--- config.mk ---
export PLATFORM = sky130hd
export DESIGN_NAME = ptc_timer_counter
export DESIGN_NICKNAME = d
export VERILOG_FILES = /design/src/logic/ptc_pkg.sv /design/src/logic/ptc_edge.sv /design/src/logic/ptc_timer_counter.sv
export SDC_FILE = /design/constraint.sdc
export NUM_CORES = 1
export LEC_CHECK = 0
export ABC_AREA = 1
export ABC_CLOCK_PERIOD_IN_PS = 5600
export CORE_MARGIN = 2
export CORE_UTILIZATION = 53
export CTS_CLUSTER_DIAMETER = 50
export DETAILED_ROUTE_END_ITERATION = 16
export DONT_BUFFER_PORTS = 1
export MAX_ROUTING_LAYER = met4
export PLACE_DENSITY_LB_ADDON = 0.2
export SKIP_LAST_GASP = 1
export SLEW_MARGIN = 20
export SYNTH_ARGS = -nofsm -noshare
export SYNTH_HDL_FRONTEND = slang
export SYNTH_SLANG_ARGS = --single-unit
--- constraint.sdc ---
create_clock -name hclk -period 5.6 [get_ports hclk]
set_clock_uncertainty 0.15 [all_clocks]
set_input_delay 1.12 -clock hclk [delete_from_list [all_inputs] [get_ports hclk]]
set_output_delay 1.12 -clock hclk [all_outputs]
set_load 0.05 [all_outputs]
--- src/logic/ptc_pkg.sv ---
package ptc_pkg;

    // Clock and time base.
    localparam int CLK_PERIOD_NS = 50;
    localparam int MS_NS         = 1000000;
    localparam int TICK_CYCLES   = MS_NS / CLK_PERIOD_NS;
    localparam int TICK_W        = 16;

    // Register byte offsets on the bus.
    localparam int          ADDR_W      = 8;
    localparam logic [7:0]  OFF_CTRL    = 8'h00;
    localparam logic [7:0]  OFF_TCONST  = 8'h04;
    localparam logic [7:0]  OFF_PRESET  = 8'h08;
    localparam logic [7:0]  OFF_STATUS  = 8'h0C;
    localparam logic [7:0]  OFF_ELAPSED = 8'h10;
    localparam logic [7:0]  OFF_COUNT   = 8'h14;

    // Status register bit positions.
    localparam int STAT_TIMER  = 0;
    localparam int STAT_ZERO   = 1;
    localparam int STAT_ACTIVE = 2;
    localparam int STAT_LIMIT  = 3;

    // Bus encodings.
    localparam logic [1:0]  HTRANS_IDLE = 2'h0;
    localparam logic        HRESP_OKAY  = 1'b0;

    // Input levels written by the control program, bit 7 down to bit 0.
    typedef struct packed {
        logic count_load;
        logic counter_gate;
        logic count_decrement;
        logic count_increment;
        logic timer_clear;
        logic timer_run_gate;
        logic pulse_limit_trigger;
        logic deassert_delay_trigger;
    } ptc_ctrl_t;

    localparam int        CTRL_W     = 8;
    localparam ptc_ctrl_t CTRL_RST   = 8'h04;
    localparam logic [31:0] TCONST_RST  = 32'h0000_0000;
    localparam logic [31:0] PRESET_RST  = 32'h0000_0000;
    localparam logic [31:0] ELAPSED_RST = 32'h0000_0000;
    localparam logic [31:0] COUNT_RST   = 32'h0000_0000;
    localparam logic [31:0] COUNT_MAX   = 32'h7FFF_FFFF;
    localparam logic [31:0] COUNT_MIN   = 32'h8000_0001;

    typedef enum logic [2:0] {
        ST_IDLE = 3'b001,
        ST_HOLD = 3'b010,
        ST_RUN  = 3'b100
    } ptc_state_t;

    typedef enum logic [1:0] {
        MODE_DEASSERT = 2'b01,
        MODE_LIMIT    = 2'b10
    } ptc_mode_t;

endpackage : ptc_pkg

--- src/logic/ptc_edge.sv ---
`timescale 1ns/1ps
module ptc_edge
    import ptc_pkg::*;
#(
    parameter int W = 8
)
(
    // Clock and reset.
    input  wire logic         hclk,
    input  wire logic         hresetn,
    // Levels and their edges.
    input  wire logic [W-1:0] level,
    output logic      [W-1:0] rise,
    output logic      [W-1:0] fall
);

    logic [W-1:0] prev_q;

    // Level seen on the previous clock edge.
    always_ff @(posedge hclk or negedge hresetn)
    begin
        if (!hresetn)
            prev_q <= '0;
        else
            prev_q <= level;
    end

    // Edges compare the present level with the previous one.
    assign rise = level & ~prev_q;
    assign fall = ~level & prev_q;

endmodule : ptc_edge

--- src/logic/ptc_timer_counter.sv ---
// The AHB-Lite interface to the registers and the address map were chosen for this implementation.
`timescale 1ns/1ps
// Notes on behaviour
// Deassert-delay rise with gate high, clear low: status high, no counting yet.
// Deassert-delay mode starts elapsed time from zero at trigger fall.
// Elapsed reaching the time constant stops timing and drops status.
// Elapsed time holds after timing ends until next trigger rise.
// Deassert-delay rise before expiry re-triggers: status high, elapsed zero.
// Pulse-limit rise with gate high, clear low: status high, timing from zero.
// Pulse-limit fall before expiry stops timing, drops status, keeps elapsed.
// Ended pulse-limit timer idles until a new trigger rise.
// Clear rise drops status, zeroes elapsed, deactivates the timer.
// Run gate low pauses elapsed time; high resumes from held value.
// Count is signed 32-bit within plus or minus 2147483647; a preset of -2147483648 is still loaded as is.
// Each increment rise adds one to the count.
// Each decrement rise subtracts one from the count.
// Count steps only with counter gate high; otherwise increment and decrement edges ignored. Load ignores the gate.
// Load rise loads the count with the preset value.
// Zero flag is one exactly when the count is zero.
// Boolean read gives the zero flag, arithmetic read the full count.
// Time constant is unsigned 0 to 4294967295 milliseconds.
// Reset clears timer status and elapsed time.
// Timer run gate defaults high.
// Simultaneous increment and decrement leave the count unchanged.
// Edges compare present level with the level one clock earlier.
module ptc_timer_counter
    import ptc_pkg::*;
#(
    parameter int TICK_CYC = TICK_CYCLES
)
(
    // Clock and reset.
    input  wire logic              hclk,
    input  wire logic              hresetn,
    // AHB-Lite slave.
    input  wire logic              hsel,
    input  wire logic [31:0]       haddr,
    input  wire logic [1:0]        htrans,
    input  wire logic              hwrite,
    input  wire logic [2:0]        hsize,
    input  wire logic [31:0]       hwdata,
    input  wire logic              hready,
    output logic                   hreadyout,
    output logic [31:0]            hrdata,
    output logic                   hresp,
    // Resource status.
    output logic                   timer_status,
    output logic                   counter_zero
);

    ptc_ctrl_t         ctrl_q;
    logic [31:0]       tconst_q;
    logic [31:0]       preset_q;
    logic [31:0]       elapsed_q;
    logic [31:0]       count_q;
    logic [TICK_W-1:0] tick_q;
    ptc_state_t        state_q;
    ptc_mode_t         mode_q;
    logic              wr_pend_q;
    logic [ADDR_W-1:0] wr_addr_q;
    logic              ahb_take;
    logic [ADDR_W-1:0] addr_lo;
    logic [31:0]       rd_val;
    logic [CTRL_W-1:0] rise;
    logic [CTRL_W-1:0] fall;
    logic              can_trig;
    logic              dd_rise;
    logic              dd_fall;
    logic              pl_rise;
    logic              pl_fall;
    logic              clr_rise;
    logic              tick_end;
    logic              expired;
    logic              cnt_up;
    logic              cnt_dn;

    // Bus side: a transfer is taken when selected, htrans bit 1 is set (not idle, not busy) and the bus is ready.
    assign ahb_take = hsel && hready && htrans[1];
    assign addr_lo  = haddr[ADDR_W-1:0];

    // Edge detection on all program-driven levels, same clock, no synchroniser.
    ptc_edge #(.W(CTRL_W)) u_edge
    (
        .hclk    (hclk),
        .hresetn (hresetn),
        .level   (ctrl_q),
        .rise    (rise),
        .fall    (fall)
    );

    // The run gate leaves reset high while the edge copy leaves reset low, so
    // its rise bit pulses once after reset. Only trigger, clear and count bits
    // are decoded as edges, so that pulse can never start or move anything.

    // Activation needs run gate high and clear low at the moment of the edge.
    assign can_trig = ctrl_q.timer_run_gate && !ctrl_q.timer_clear;
    assign dd_rise  = rise[0] && can_trig;
    assign pl_rise  = rise[1] && can_trig;
    assign dd_fall  = fall[0];
    assign pl_fall  = fall[1];
    assign clr_rise = rise[3];
    assign cnt_up   = rise[4] && ctrl_q.counter_gate;
    assign cnt_dn   = rise[5] && ctrl_q.counter_gate;
    assign tick_end = (tick_q == TICK_W'(TICK_CYC - 1));
    assign expired  = (elapsed_q >= tconst_q);

    // Read multiplexer; unmapped offsets read as zero.
    always_comb
    begin
        rd_val = 32'h0000_0000;
        case (addr_lo)
            OFF_CTRL:    rd_val = {24'h00_0000, ctrl_q};
            OFF_TCONST:  rd_val = tconst_q;
            OFF_PRESET:  rd_val = preset_q;
            OFF_STATUS:
            begin
                rd_val[STAT_TIMER]  = timer_status;
                rd_val[STAT_ZERO]   = counter_zero;
                rd_val[STAT_ACTIVE] = (state_q != ST_IDLE);
                rd_val[STAT_LIMIT]  = (mode_q == MODE_LIMIT);
            end
            OFF_ELAPSED: rd_val = elapsed_q;
            OFF_COUNT:   rd_val = count_q;
            default:     rd_val = 32'h0000_0000;
        endcase
    end

    // Zero-wait slave: ready and response never change, read data is
    // registered at the address phase so it stands through the data phase.
    always_ff @(posedge hclk or negedge hresetn)
    begin
        if (!hresetn)
        begin
            hreadyout <= 1'b1;
            hresp     <= HRESP_OKAY;
            hrdata    <= 32'h0000_0000;
        end
        else
        begin
            hreadyout <= 1'b1;
            hresp     <= HRESP_OKAY;
            if (ahb_take && !hwrite)
                hrdata <= rd_val;
        end
    end

    // Write address is held for the data phase that follows.
    always_ff @(posedge hclk or negedge hresetn)
    begin
        if (!hresetn)
        begin
            wr_pend_q <= 1'b0;
            wr_addr_q <= '0;
        end
        else
        begin
            if (hready)
                wr_pend_q <= ahb_take && hwrite;
            if (ahb_take && hwrite)
                wr_addr_q <= addr_lo;
        end
    end

    // Program-writable registers. The run gate comes out of reset high so
    // that a program which never touches it still gets a running timer.
    always_ff @(posedge hclk or negedge hresetn)
    begin
        if (!hresetn)
        begin
            ctrl_q   <= CTRL_RST;
            tconst_q <= TCONST_RST;
            preset_q <= PRESET_RST;
        end
        else if (wr_pend_q)
        begin
            case (wr_addr_q)
                OFF_CTRL:   ctrl_q   <= ptc_ctrl_t'(hwdata[CTRL_W-1:0]);
                OFF_TCONST: tconst_q <= hwdata;
                OFF_PRESET: preset_q <= hwdata;
                default:    ctrl_q   <= ctrl_q;
            endcase
        end
    end

    // Timer sequencing. Clear outranks triggers; a deassert-delay rise is
    // examined before a pulse-limit rise when both land on one edge.
    always_ff @(posedge hclk or negedge hresetn)
    begin
        if (!hresetn)
        begin
            state_q      <= ST_IDLE;
            mode_q       <= MODE_DEASSERT;
            timer_status <= 1'b0;
        end
        else if (clr_rise)
        begin
            state_q      <= ST_IDLE;
            timer_status <= 1'b0;
        end
        else if (dd_rise)
        begin
            state_q      <= ST_HOLD;
            mode_q       <= MODE_DEASSERT;
            timer_status <= 1'b1;
        end
        else if (pl_rise)
        begin
            state_q      <= ST_RUN;
            mode_q       <= MODE_LIMIT;
            timer_status <= 1'b1;
        end
        else
        begin
            case (state_q)
                ST_IDLE:
                    state_q <= ST_IDLE;
                ST_HOLD:
                    if (dd_fall)
                        state_q <= ST_RUN;
                ST_RUN:
                    if (mode_q == MODE_LIMIT && pl_fall)
                    begin
                        state_q      <= ST_IDLE;
                        timer_status <= 1'b0;
                    end
                    else if (expired)
                    begin
                        state_q      <= ST_IDLE;
                        timer_status <= 1'b0;
                    end
                default:
                begin
                    state_q      <= ST_IDLE;
                    timer_status <= 1'b0;
                end
            endcase
        end
    end

    // Elapsed time in milliseconds. It is zeroed by every activation, by a clear rise and
    // by the fall that starts deassert-delay timing; it counts while running and otherwise holds.
    always_ff @(posedge hclk or negedge hresetn)
    begin
        if (!hresetn)
        begin
            elapsed_q <= ELAPSED_RST;
            tick_q    <= '0;
        end
        else if (clr_rise || dd_rise || pl_rise)
        begin
            elapsed_q <= ELAPSED_RST;
            tick_q    <= '0;
        end
        else if (state_q == ST_HOLD && dd_fall)
        begin
            elapsed_q <= ELAPSED_RST;
            tick_q    <= '0;
        end
        else if (state_q == ST_RUN && !expired && ctrl_q.timer_run_gate
                 && !(mode_q == MODE_LIMIT && pl_fall))
        begin
            // Pausing keeps the partial millisecond, so resume is seamless.
            if (tick_end)
            begin
                tick_q    <= '0;
                elapsed_q <= elapsed_q + 32'h0000_0001;
            end
            else
                tick_q <= tick_q + TICK_W'(1);
        end
        // Any other state leaves the elapsed time as it was.
        else
            elapsed_q <= elapsed_q;
    end

    // Up/down counter. Load wins over counting; it ignores the gate. The
    // count saturates inside the symmetric range instead of wrapping, so a
    // stuck count input folds the count over to the opposite sign only by a decrement from a loaded -2147483648.
    always_ff @(posedge hclk or negedge hresetn)
    begin
        if (!hresetn)
            count_q <= COUNT_RST;
        else if (rise[7])
            count_q <= preset_q;
        else if (cnt_up && cnt_dn)
            count_q <= count_q;
        else if (cnt_up && count_q != COUNT_MAX)
            count_q <= count_q + 32'h0000_0001;
        else if (cnt_dn && count_q != COUNT_MIN)
            count_q <= count_q - 32'h0000_0001;
    end

    // Zero flag follows the next count value so it is in step with it.
    always_ff @(posedge hclk or negedge hresetn)
    begin
        if (!hresetn)
            counter_zero <= 1'b1;
        else if (rise[7])
            counter_zero <= (preset_q == 32'h0000_0000);
        else if (cnt_up && !cnt_dn && count_q != COUNT_MAX)
            counter_zero <= (count_q == 32'hFFFF_FFFF);
        else if (cnt_dn && !cnt_up && count_q != COUNT_MIN)
            counter_zero <= (count_q == 32'h0000_0001);
        else
            counter_zero <= (count_q == 32'h0000_0000);
    end

endmodule : ptc_timer_counter

After elaboration in Yosys (flattened, before gate mapping)

Index checks and enable logic that the tools add are counted.

Input port bits: 74
Register bits after elaboration: 208
Logic and storage cells: 130
Output and inout port bits: 36

Order comparisons: 1
Eq/ne operators: 21
Reduce and logical (&&, ||, !) cells: 46
Multiplexer cells: 32
Add/sub/neg operators: 4
Bitwise operators: 5

Operators with widths:

| cell                                                   | count |
|---|---|
| 2-to-1 mux 32 bit                                      | 8 |
| one-hot mux 28 bit (5 select lines)                    | 1 |
| adder 32 x 1 -> 32 bit (second input constant)         | 2 |
| logical NOT 32 bit                                     | 2 |
| 2-to-1 mux 16 bit                                      | 4 |
| equality test 32 x 1 -> 1 bit (second input constant)  | 1 |
| equality test 32 bit (second input constant)           | 1 |
| >= comparator 32 bit                                   | 1 |
| != test 32 x 31 -> 1 bit (second input constant)       | 1 |
| != test 32 bit (second input constant)                 | 1 |
| subtractor 32 x 1 -> 32 bit (second input constant)    | 1 |
| equality test 8 x 4 -> 1 bit (second input constant)   | 3 |
| one-hot mux 4 bit (6 select lines)                     | 1 |
| logical AND 1 bit                                      | 21 |
| 2-to-1 mux 3 bit                                       | 6 |
| adder 16 x 1 -> 16 bit (second input constant)         | 1 |
| equality test 16 x 15 -> 1 bit (second input constant) | 1 |
| equality test 8 x 3 -> 1 bit (second input constant)   | 2 |
| equality test 8 x 5 -> 1 bit (second input constant)   | 2 |
| logical NOT 8 bit                                      | 2 |
| AND reduction 2 bit                                    | 8 |
| nonzero test 3 bit                                     | 3 |
| AND 8 bit                                              | 1 |
| 2-to-1 mux 1 bit                                       | 8 |
| other kinds (20)                                       | 27 |

Depth between registers and ports, before layout

Gate-level depths: netlist of the first run.

Word-level depth: 9
Gate-level depth with buffers: 18

Modules after synthesis

A second synthesis of the first run with hierarchy kept.

Cells, all modules: 1986
Area total of the unflattened synthesis: 13456.7 µm²

Modules (own cells, without submodules):

| module            | cells each | instances | sequential area each (µm²) | area each (µm²) |
|---|---|---|---|---|
| ptc_timer_counter | 1946       | 1         | 5009.8                     | 13136.3 |
| ptc_edge          | 40         | 1         | 200.2                      | 320.3 |

Least setup slack after synthesis of the first run

No wires, ideal clock.

Path kind: in2reg
From: input haddr[1]
To: register hrdata[0]
Library setup time: 82 ps
Arrival time: 2255 ps
Cell stages on the path: 8
Slack: 3114 ps
Path buffers: 1
Required time: 5368 ps
Cells stage by stage: nor2_1 > inv_1 > nor2_2 > nand2_1 > clkbuf_1 > o22ai_1 > inv_1 > a31oi_1

Word-level cells in the longest chain between the ends: 2
Elaborated cells between the ends (all ways): 7
Classes of those cells: 5 x eq/ne; 1 x mux; 1 x reduce/logical

RTL lines:

| what                                                 | line                     | source |
|---|---|---|
| from (decl)                                          | ptc_timer_counter.sv:37  | `input wire logic [31:0] haddr,` |
| equality test 8 x 5 -> 1 bit (tied with other cells) | ptc_timer_counter.sv:111 | `case (addr_lo)` |
| one-hot mux 4 bit (6 select lines) (*)               | ptc_timer_counter.sv:111 |  |
| to (signal assigned)                                 | ptc_timer_counter.sv:143 | `hrdata <= rd_val;` |
| to (decl)                                            | ptc_timer_counter.sv:44  | `output logic [31:0] hrdata,` |

Mark *: on every way between the ends. The rest lies on a longest branch, timed or not.
A chain may end at the register's enable or synchronous reset.

Worst setup path after layout of the first run

From: register elapsed_q[27]
To: register elapsed_q[6]

Word-level cells in the longest chain between the ends: 7

RTL lines:

| what                                 | line                     | source |
|---|---|---|
| from (decl)                          | ptc_timer_counter.sv:54  | `logic [31:0] elapsed_q;` |
| from (signal assigned)               | ptc_timer_counter.sv:266 | `elapsed_q <= elapsed_q + 32'h0000_0001;` |
| from (signal assigned)               | ptc_timer_counter.sv:273 | `elapsed_q <= elapsed_q;` |
| >= comparator 32 bit                 | ptc_timer_counter.sv:105 | `assign expired = (elapsed_q >= tconst_q);` |
| logical NOT 1 bit                    | ptc_timer_counter.sv:259 | `else if (state_q == ST_RUN && !expired && ctrl_q.timer_run_gate` |
| logical AND 1 bit (2 in series)      | ptc_timer_counter.sv:259 |  |
| logical AND 1 bit                    | ptc_timer_counter.sv:260 | `&& !(mode_q == MODE_LIMIT && pl_fall))` |
| nonzero test 3 bit (no source line)  | n/a                      |  |
| AND reduction 2 bit (no source line) | n/a                      |  |

No other way between the ends.

==> metrics.md, run 1 <==
| Metric | Value |
|---|---|
| Fmax | 273 MHz |
| Largest net degree at the start of global routing | 207 |
| Drt drc | 0 |
| Worst setup margin | 1940 ps |
| Antenna viol nets, final | 0 |
| Vias | between 10,000 and 15,000 |
| H-tree depth | 1 |
| Share of layout cells above drive strength 1 | 0.0707 |
| Worst slew margin | 0.232 |
| Die footprint | between 20,000 and 30,000 um^2 |
| Pwr Density | a little under 500 nW/um^2 |
| R2r startpoint | elapsed_q[27] |
| Pre-CTS WS | 2070 ps |
| CTS Root Cell | clkbuf_16 |
| Most frequent cells in the layout | nand2_1, nor2_1, inv_1 |
| Worst Path Max Fanout | 32 |
| Worst R2R End | elapsed_q[6] |
| DP HPWL | approximately 31 mm |
| DRT Pass-1 Iters | 5 |
| Die H | between 150 and 200 um |
| Critical Path Start | elapsed_q[27] |
| R2r setup slk | slightly below 2000 ps |
| Leading cell type in the layout, fill and taps excluded | nand2_1 |
| Std cell rows | slightly below 60 |
| Total power | just over 0.007 W |
| Final setup fails | 0 |
| Outcome | completed |
| RSZ-0062 raised after global routing | false |
| Final Hold Viols | 0 |
| # hold bufs at CTS | 0 |
| Period minus WS final | 3660 ps |
| Classification of the worst-slack hold path | in2async |
| IO Count | 110 |
| Post-synth EDFFs | 0 |
| Synth warn | 0 |
| Die Width | between 150 and 200 um |
| Final #Nets | about 2,000 |
| Core Footprint | between 20,000 and 30,000 um^2 |
| Syn nets | ~2,100 |
| Starting DRT DRC Count | about 1,400 |
| PostCTS Resize Cnt | 0 |
| Pleak | about 7.3 nW |
| Skew-Pair Late Insertion Delay | between 500 and 600 ps |
| CP required | between 5000 and 6000 ps |
| DR WL/cell | about 19 um |
| I/O Buffers | 0 |
| Final Max Tran Viols | 0 |
| Cells after synthesis | ~1,900 |
| CP Capture Type | flip-flop |
| CTS tree | yes |
| Synthesized area | 13,500 um^2 |
| Flops & latches, synth | 206 |
| Max-cap violation count | 0 |
| Diode count | 0 |
| Post-Layout Cell Count | 2,268 |
| Clk slew on worst S/H paths | 60 ps |
| Worst-Margin Slew | 1150 ps |
| Final RePlAce weighted congestion | roughly 1.0 |
| Starting Density | 0.539 |
| Critical Path Start Type | flip-flop |
| Gr usage total | 0.336 |
| Final wirelength | 42.9 mm |
| Peak VDD IR | 0.349 mV |
| Fin Setup TNS | 0 ps |
| Initial antenna violation count | 0 |
| Syn_area_per_cell | ~7 um^2 |
| Synth cell types | 46 |
| Top FF cell, synth | dfrtp_1 |
| Post-CTS Setup Inserts | 0 |
| Overflow after GRT | 0 |
| TritonCTS Sinks | 206 |
| Vias in the first global route | 12,100 |
| Area delta synth->final | 8.89% |
| First-pass GRT wire length | 67.8 mm |
| Via/cell ratio | about 5.6 |
| CP Class | reg2reg |
| CTS max path bufs | 3 |
| Cts bufs inserted | 30 |
| Placed insts | roughly 2,200 |
| Seq/Total Area, Yosys | 0.381 |
| Fin crit share | 0.654 |
| Ys async rst share | 1.00 |
| Crit path DAT | slightly below 4000 ps |
| R2R cell count | 13 |
## where the power goes
part / leakage, nW / switching (W) / total (W) / internal, W
registers: 2.47 / 0.000627 / 0.00253 / 0.00190
logic: 4.34 / 0.00178 / 0.00254 / 0.000761
clock network: 0.534 / 0.000776 / 0.00203 / 0.00126
total: 7.34 / 0.00319 / 0.00711 / 0.00392
## worst max-delay path by stage
stage               endpoint  cells after the start  slack, ps
2_1_floorplan      hrdata[0]                      8       3110
3_3_place_gp      hrdata[17]                      7       2140
3_5_place_dp   elapsed_q[27]                     13       2070
4_1_cts        elapsed_q[26]                     13       2060
5_1_grt        elapsed_q[15]                     13       1680
6_report        elapsed_q[6]                     13       1940
## Yosys cell counts (11+ instances only)
| master | number | share of area |
|---|---|---|
| a21oi_1 | 35 | 0.013 |
| buf_2 | 21 | 0.0078 |
| clkbuf_1 | 30 | 0.0083 |
| dfrtp_1 | 202 | 0.37 |
| ha_1 | 38 | 0.035 |
| inv_1 | 212 | 0.059 |
| nand2_1 | 612 | 0.17 |
| nand2_2 | 17 | 0.0079 |
| nand3_1 | 105 | 0.039 |
| nand3_2 | 11 | 0.0081 |
| nand4_1 | 21 | 0.0097 |
| nor2_1 | 214 | 0.059 |
| nor3_1 | 53 | 0.020 |
| o21ai_0 | 150 | 0.055 |
| o22ai_1 | 33 | 0.015 |
| xor2_1 | 70 | 0.045 |
## critical path: stages, from the launching register on
cell and delay, ps:
dfrtp_1 490, ha_1 340, a21oi_1 150, o21ai_0 100
nand2_1 70, nand2_1 50, a21oi_1 400, nand3_1 200
nand2_1 690, buf_4 360, nand2_1 70, buf_4 290
nand2_1 100, nand2_1 60
## stage by stage
step	hold WS, ps	cell area [um^2]	utilization
6_report	105	14700	0.587
5_1_grt	78.5	14700	0.587
4_1_cts	84.4	14700	0.587
3_5_place_dp	239	13700	0.544
3_3_place_gp	239	13700	0.544
2_1_floorplan	224	13500	-
## layer usage
metal	vias up	wire (um)	GRT usage
met5	-	0	-
met4	0	1530	0.110
met3	94	3990	0.0561
met2	594	18700	0.508
met1	5947	18700	0.460
li1	6168	-	-
## cell families (layout without fill, tap and decap cells)
group / count (synthesis) / count (layout) / synth area share
buf+inv: 290 / 287 / 0.0894
fa+ha+maj: 38 / 38 / 0.0351
compound gates: 261 / 261 / 0.111
other cells: 2 / 2 / 0.000554
simple gates: 1070 / 1070 / 0.336
flops: 206 / 206 / 0.381
xor+xnor: 74 / 74 / 0.0479
## flip-flops by register name, summed over array words and instances (netlist names), 2 cells and up
signal         count
count_q           32
tconst_q          32
mode_q             2
ctrl_q             8
preset_q          32
state_q            3
tick_q            16
hrdata            32
elapsed_q         32
wr_addr_q          8
u_edge.prev_q      6
## cell type report
| cell class | instances | area (um^2) |
|---|---|---|
| inverters | 221 | 835 |
| flip-flops and latches | 206 | 5160 |
| repair buffers | 10 | 75.1 |
| multi-input cells | 1445 | 7180 |
| fillers | 2382 | 10400 |
| clock inverters | 19 | 256 |
| clock buffers | 37 | 828 |
| well taps | 330 | 413 |
Note: power is estimated with default switching activity, not from simulation.
==> run 2, diff against run 1 <==
ABC_AREA = 0   (was 1)
ABC_CLOCK_PERIOD_IN_PS = 3000   (was 5600)
clock period = 3 ns   (was 5.6 ns; I/O delays follow)
==> metrics.md, run 2 <==
| Metric | Value |
|---|---|
| Drt drc | 0 |
| Classification of the worst-slack hold path | in2async |
| Hold slack | -391 ps |
| Worst setup margin | between 60 and 70 ps |
| DRT Pass-1 Iters | 7 |
| CP required | 3300 ps |
| H-tree depth | 1 |
| Crit-path cells | ha_1, nand2b_1, a2111oi_2, o311ai_1, a22o_2, buf_12, or4_1, a21oi_1 |
| Yosys top cell area share | 0.426 |
| Final #Nets | around 1,400 |
| Fmax | about 340 MHz |
| Most frequent cells in the layout | dfrtp_1, nand2_1, buf_4 |
| Leading cell type in the layout, fill and taps excluded | dfrtp_1 |
| Met1 wire length | around 15 mm |
| Largest net degree at the start of global routing | about 210 |
| CTS max path bufs | 3 |
| Std cell rows | 54 |
| Crit path DAT | 3230 ps |
| Final Max Tran Viols | 0 |
| CP Class | reg2reg |
| Antenna viol nets, final | 0 |
| Die Width | ~150 um |
| Vias | 10,400 |
| Syn_area_per_cell | 9.68 um^2 |
| Fin Setup TNS | 0 ps |
| Total power | roughly 0.0093 W |
| Fin crit share | 0.977 |
| Syn nets | approximately 1,300 |
| Critical Path Start Type | flip-flop |
| DR WL/cell | around 22 um |
| Final Hold Viols | 206 |
| Post-synth EDFFs | 0 |
| Synth warn | 0 |
| I/O Buffers | 0 |
| Cts bufs inserted | 26 |
| Synth top area cells | dfrtp_1, mux2_2, ha_1, nand2_1, a222oi_1 |
| FILL cells | 1,850 |
| Ys async rst share | 1.00 |
| Pre-CTS WS | between 10 and 15 ps |
| Pleak | 5.72 nW |
| Share of layout cells above drive strength 1 | 0.195 |
| CTS tree | yes |
| Clk slew on worst S/H paths | roughly 60 ps |
| Met3 WL post-DR | 2.70 mm |
| Worst-Margin Slew | roughly 650 ps |
| Final RePlAce weighted congestion | a little over 0.9 |
| First-pass GRT wire length | approximately 55 mm |
| Gr usage total | 0.297 |
| Post-synth top cells | dfrtp_1, nand2_1, mux2_2 |
| Initial antenna violation count | 0 |
| Skew-Pair Late Insertion Delay | 540 ps |
| Failing checks | hold timing |
| Area delta synth->final | 14.6% |
| Vias in the first global route | ~10,000 |
| Design Area, Final | about 14,000 um^2 |
| Peak VDD IR | approximately 0.6 mV |
| Via/cell ratio | roughly 6.7 |
| Yosys top cell by area | dfrtp_1 |
| Top FF cell, synth | dfrtp_1 |
| Die footprint | between 20,000 and 25,000 um^2 |
| Seq/Total Area, Yosys | 0.435 |
| Synth cell types | slightly above 70 |
| Flops & latches, synth | between 200 and 250 |
| Met2 WL | about 16 mm |
| CTS Root Cell | clkbuf_16 |
| Max-cap violation count | 0 |
| Highest metal used | met4 |
| Max stage delay on crit path | about 500 ps |
| Starting DRT DRC Count | between 1,000 and 1,500 |
| Final setup fails | 0 |
| # hold bufs at CTS | 1 |
| Outcome | finished with violations |
| Overflow after GRT | 0 |
| DP HPWL | between 20 and 25 mm |
| Synthesized area | roughly 12,000 um^2 |
| Period minus WS final | roughly 3000 ps |
| Worst slew margin | 0.562 |
| Die H | roughly 150 um |
| CP Capture Type | flip-flop |
| Diode count | 0 |
| TritonCTS Sinks | about 210 |
| Count leader, synth | dfrtp_1 |
| Critical Path Slowest Stage Cell | or4_1 |
| Cells after synthesis | roughly 1,200 |
| Pwr Density | 681 nW/um^2 |
| Core Footprint | 21,900 um^2 |
| Final wirelength | roughly 34 mm |
| Post-CTS Setup Inserts | 0 |
| IO Count | 110 |
| Starting Density | 0.542 |
| Area after DPL | between 10,000 and 15,000 um^2 |
| Worst Path Max Fanout | 43 |
[run 2: report_power, final]
group / total [W] / internal [W] / switching, W
Sequential: 0.00390 / 0.00326 / 0.000639
Combinational: 0.00210 / 0.000879 / 0.00122
Clock: 0.00326 / 0.00201 / 0.00125
[run 2: metrics by stage]
| stage | instances | util |
|---|---|---|
| after detailed placement | 1515 | 0.578 |
| after global placement | 1515 | 0.578 |
| final | 1564 | 0.622 |
| after global routing | 1564 | 0.622 |
| after floorplan | 1227 | - |
| after CTS | 1564 | 0.620 |
[run 2: final timing paths]
kind                              from               end  slack [ps]  cells after the start
min reg2reg                  ctrl_q[4]  u_edge.prev_q[4]         320                      0
max in group asynchronous      hresetn        state_q[0]        2840                      0
max reg2reg                tconst_q[0]     elapsed_q[23]          70                      8
min                            hresetn       count_q[13]        -390                      0
min in group hclk            hwdata[0]         ctrl_q[0]          30                      2
max                        tconst_q[0]     elapsed_q[23]          70                      8
[run 2: repair_timing]
item                                   in CTS  in global routing
pin swaps                                   0                  3
cloned                                      0                  0
endpoints found under the hold margin     207                206
setup endpoints to repair                   2                 37
gates resized for setup                     1                  8
[run 2: per-layer routing]
metal,vias to the layer above,track usage
li1,4791,-
met1,5154,0.403
met2,420,0.456
met3,80,0.0474
met4,0,0.106
met5,-,-
[run 2: worst max-delay path, delay by kind of cell, from the launching register on]
kind | cells | cell delay, ps
AOI/OAI and AO/OA | 4 | 1110
adders and majority gates | 1 | 290
buffers and inverters | 1 | 180
DFF | 1 | 410
and+or+nand+nor | 2 | 690
[run 2: final cells by class]
type                       count  area (um^2)  share of cell area
multi-input combinational    894         6260               0.460
clock buffer                  32          693              0.0509
inverter                      43          161              0.0119
timing repair buffer          93          767              0.0563
clock inverter                16          218              0.0160
tap                          280          350              0.0257
sequential                   206         5160               0.379
[run 2: logic make-up (layout without fill, tap and decap cells)]
logic type / count (synthesis) / in the layout / synth area share
xor gates and xnor gates: 3 / 3 / 0.00221
DFF: 206 / 206 / 0.435
other: 2 / 2 / 0.000632
adders and majority gates: 38 / 38 / 0.0400
AOI/OAI and AO/OA: 296 / 296 / 0.176
buffers and inverters: 127 / 184 / 0.0430
muxes: 96 / 96 / 0.0899
and+or+nand+nor: 459 / 459 / 0.214
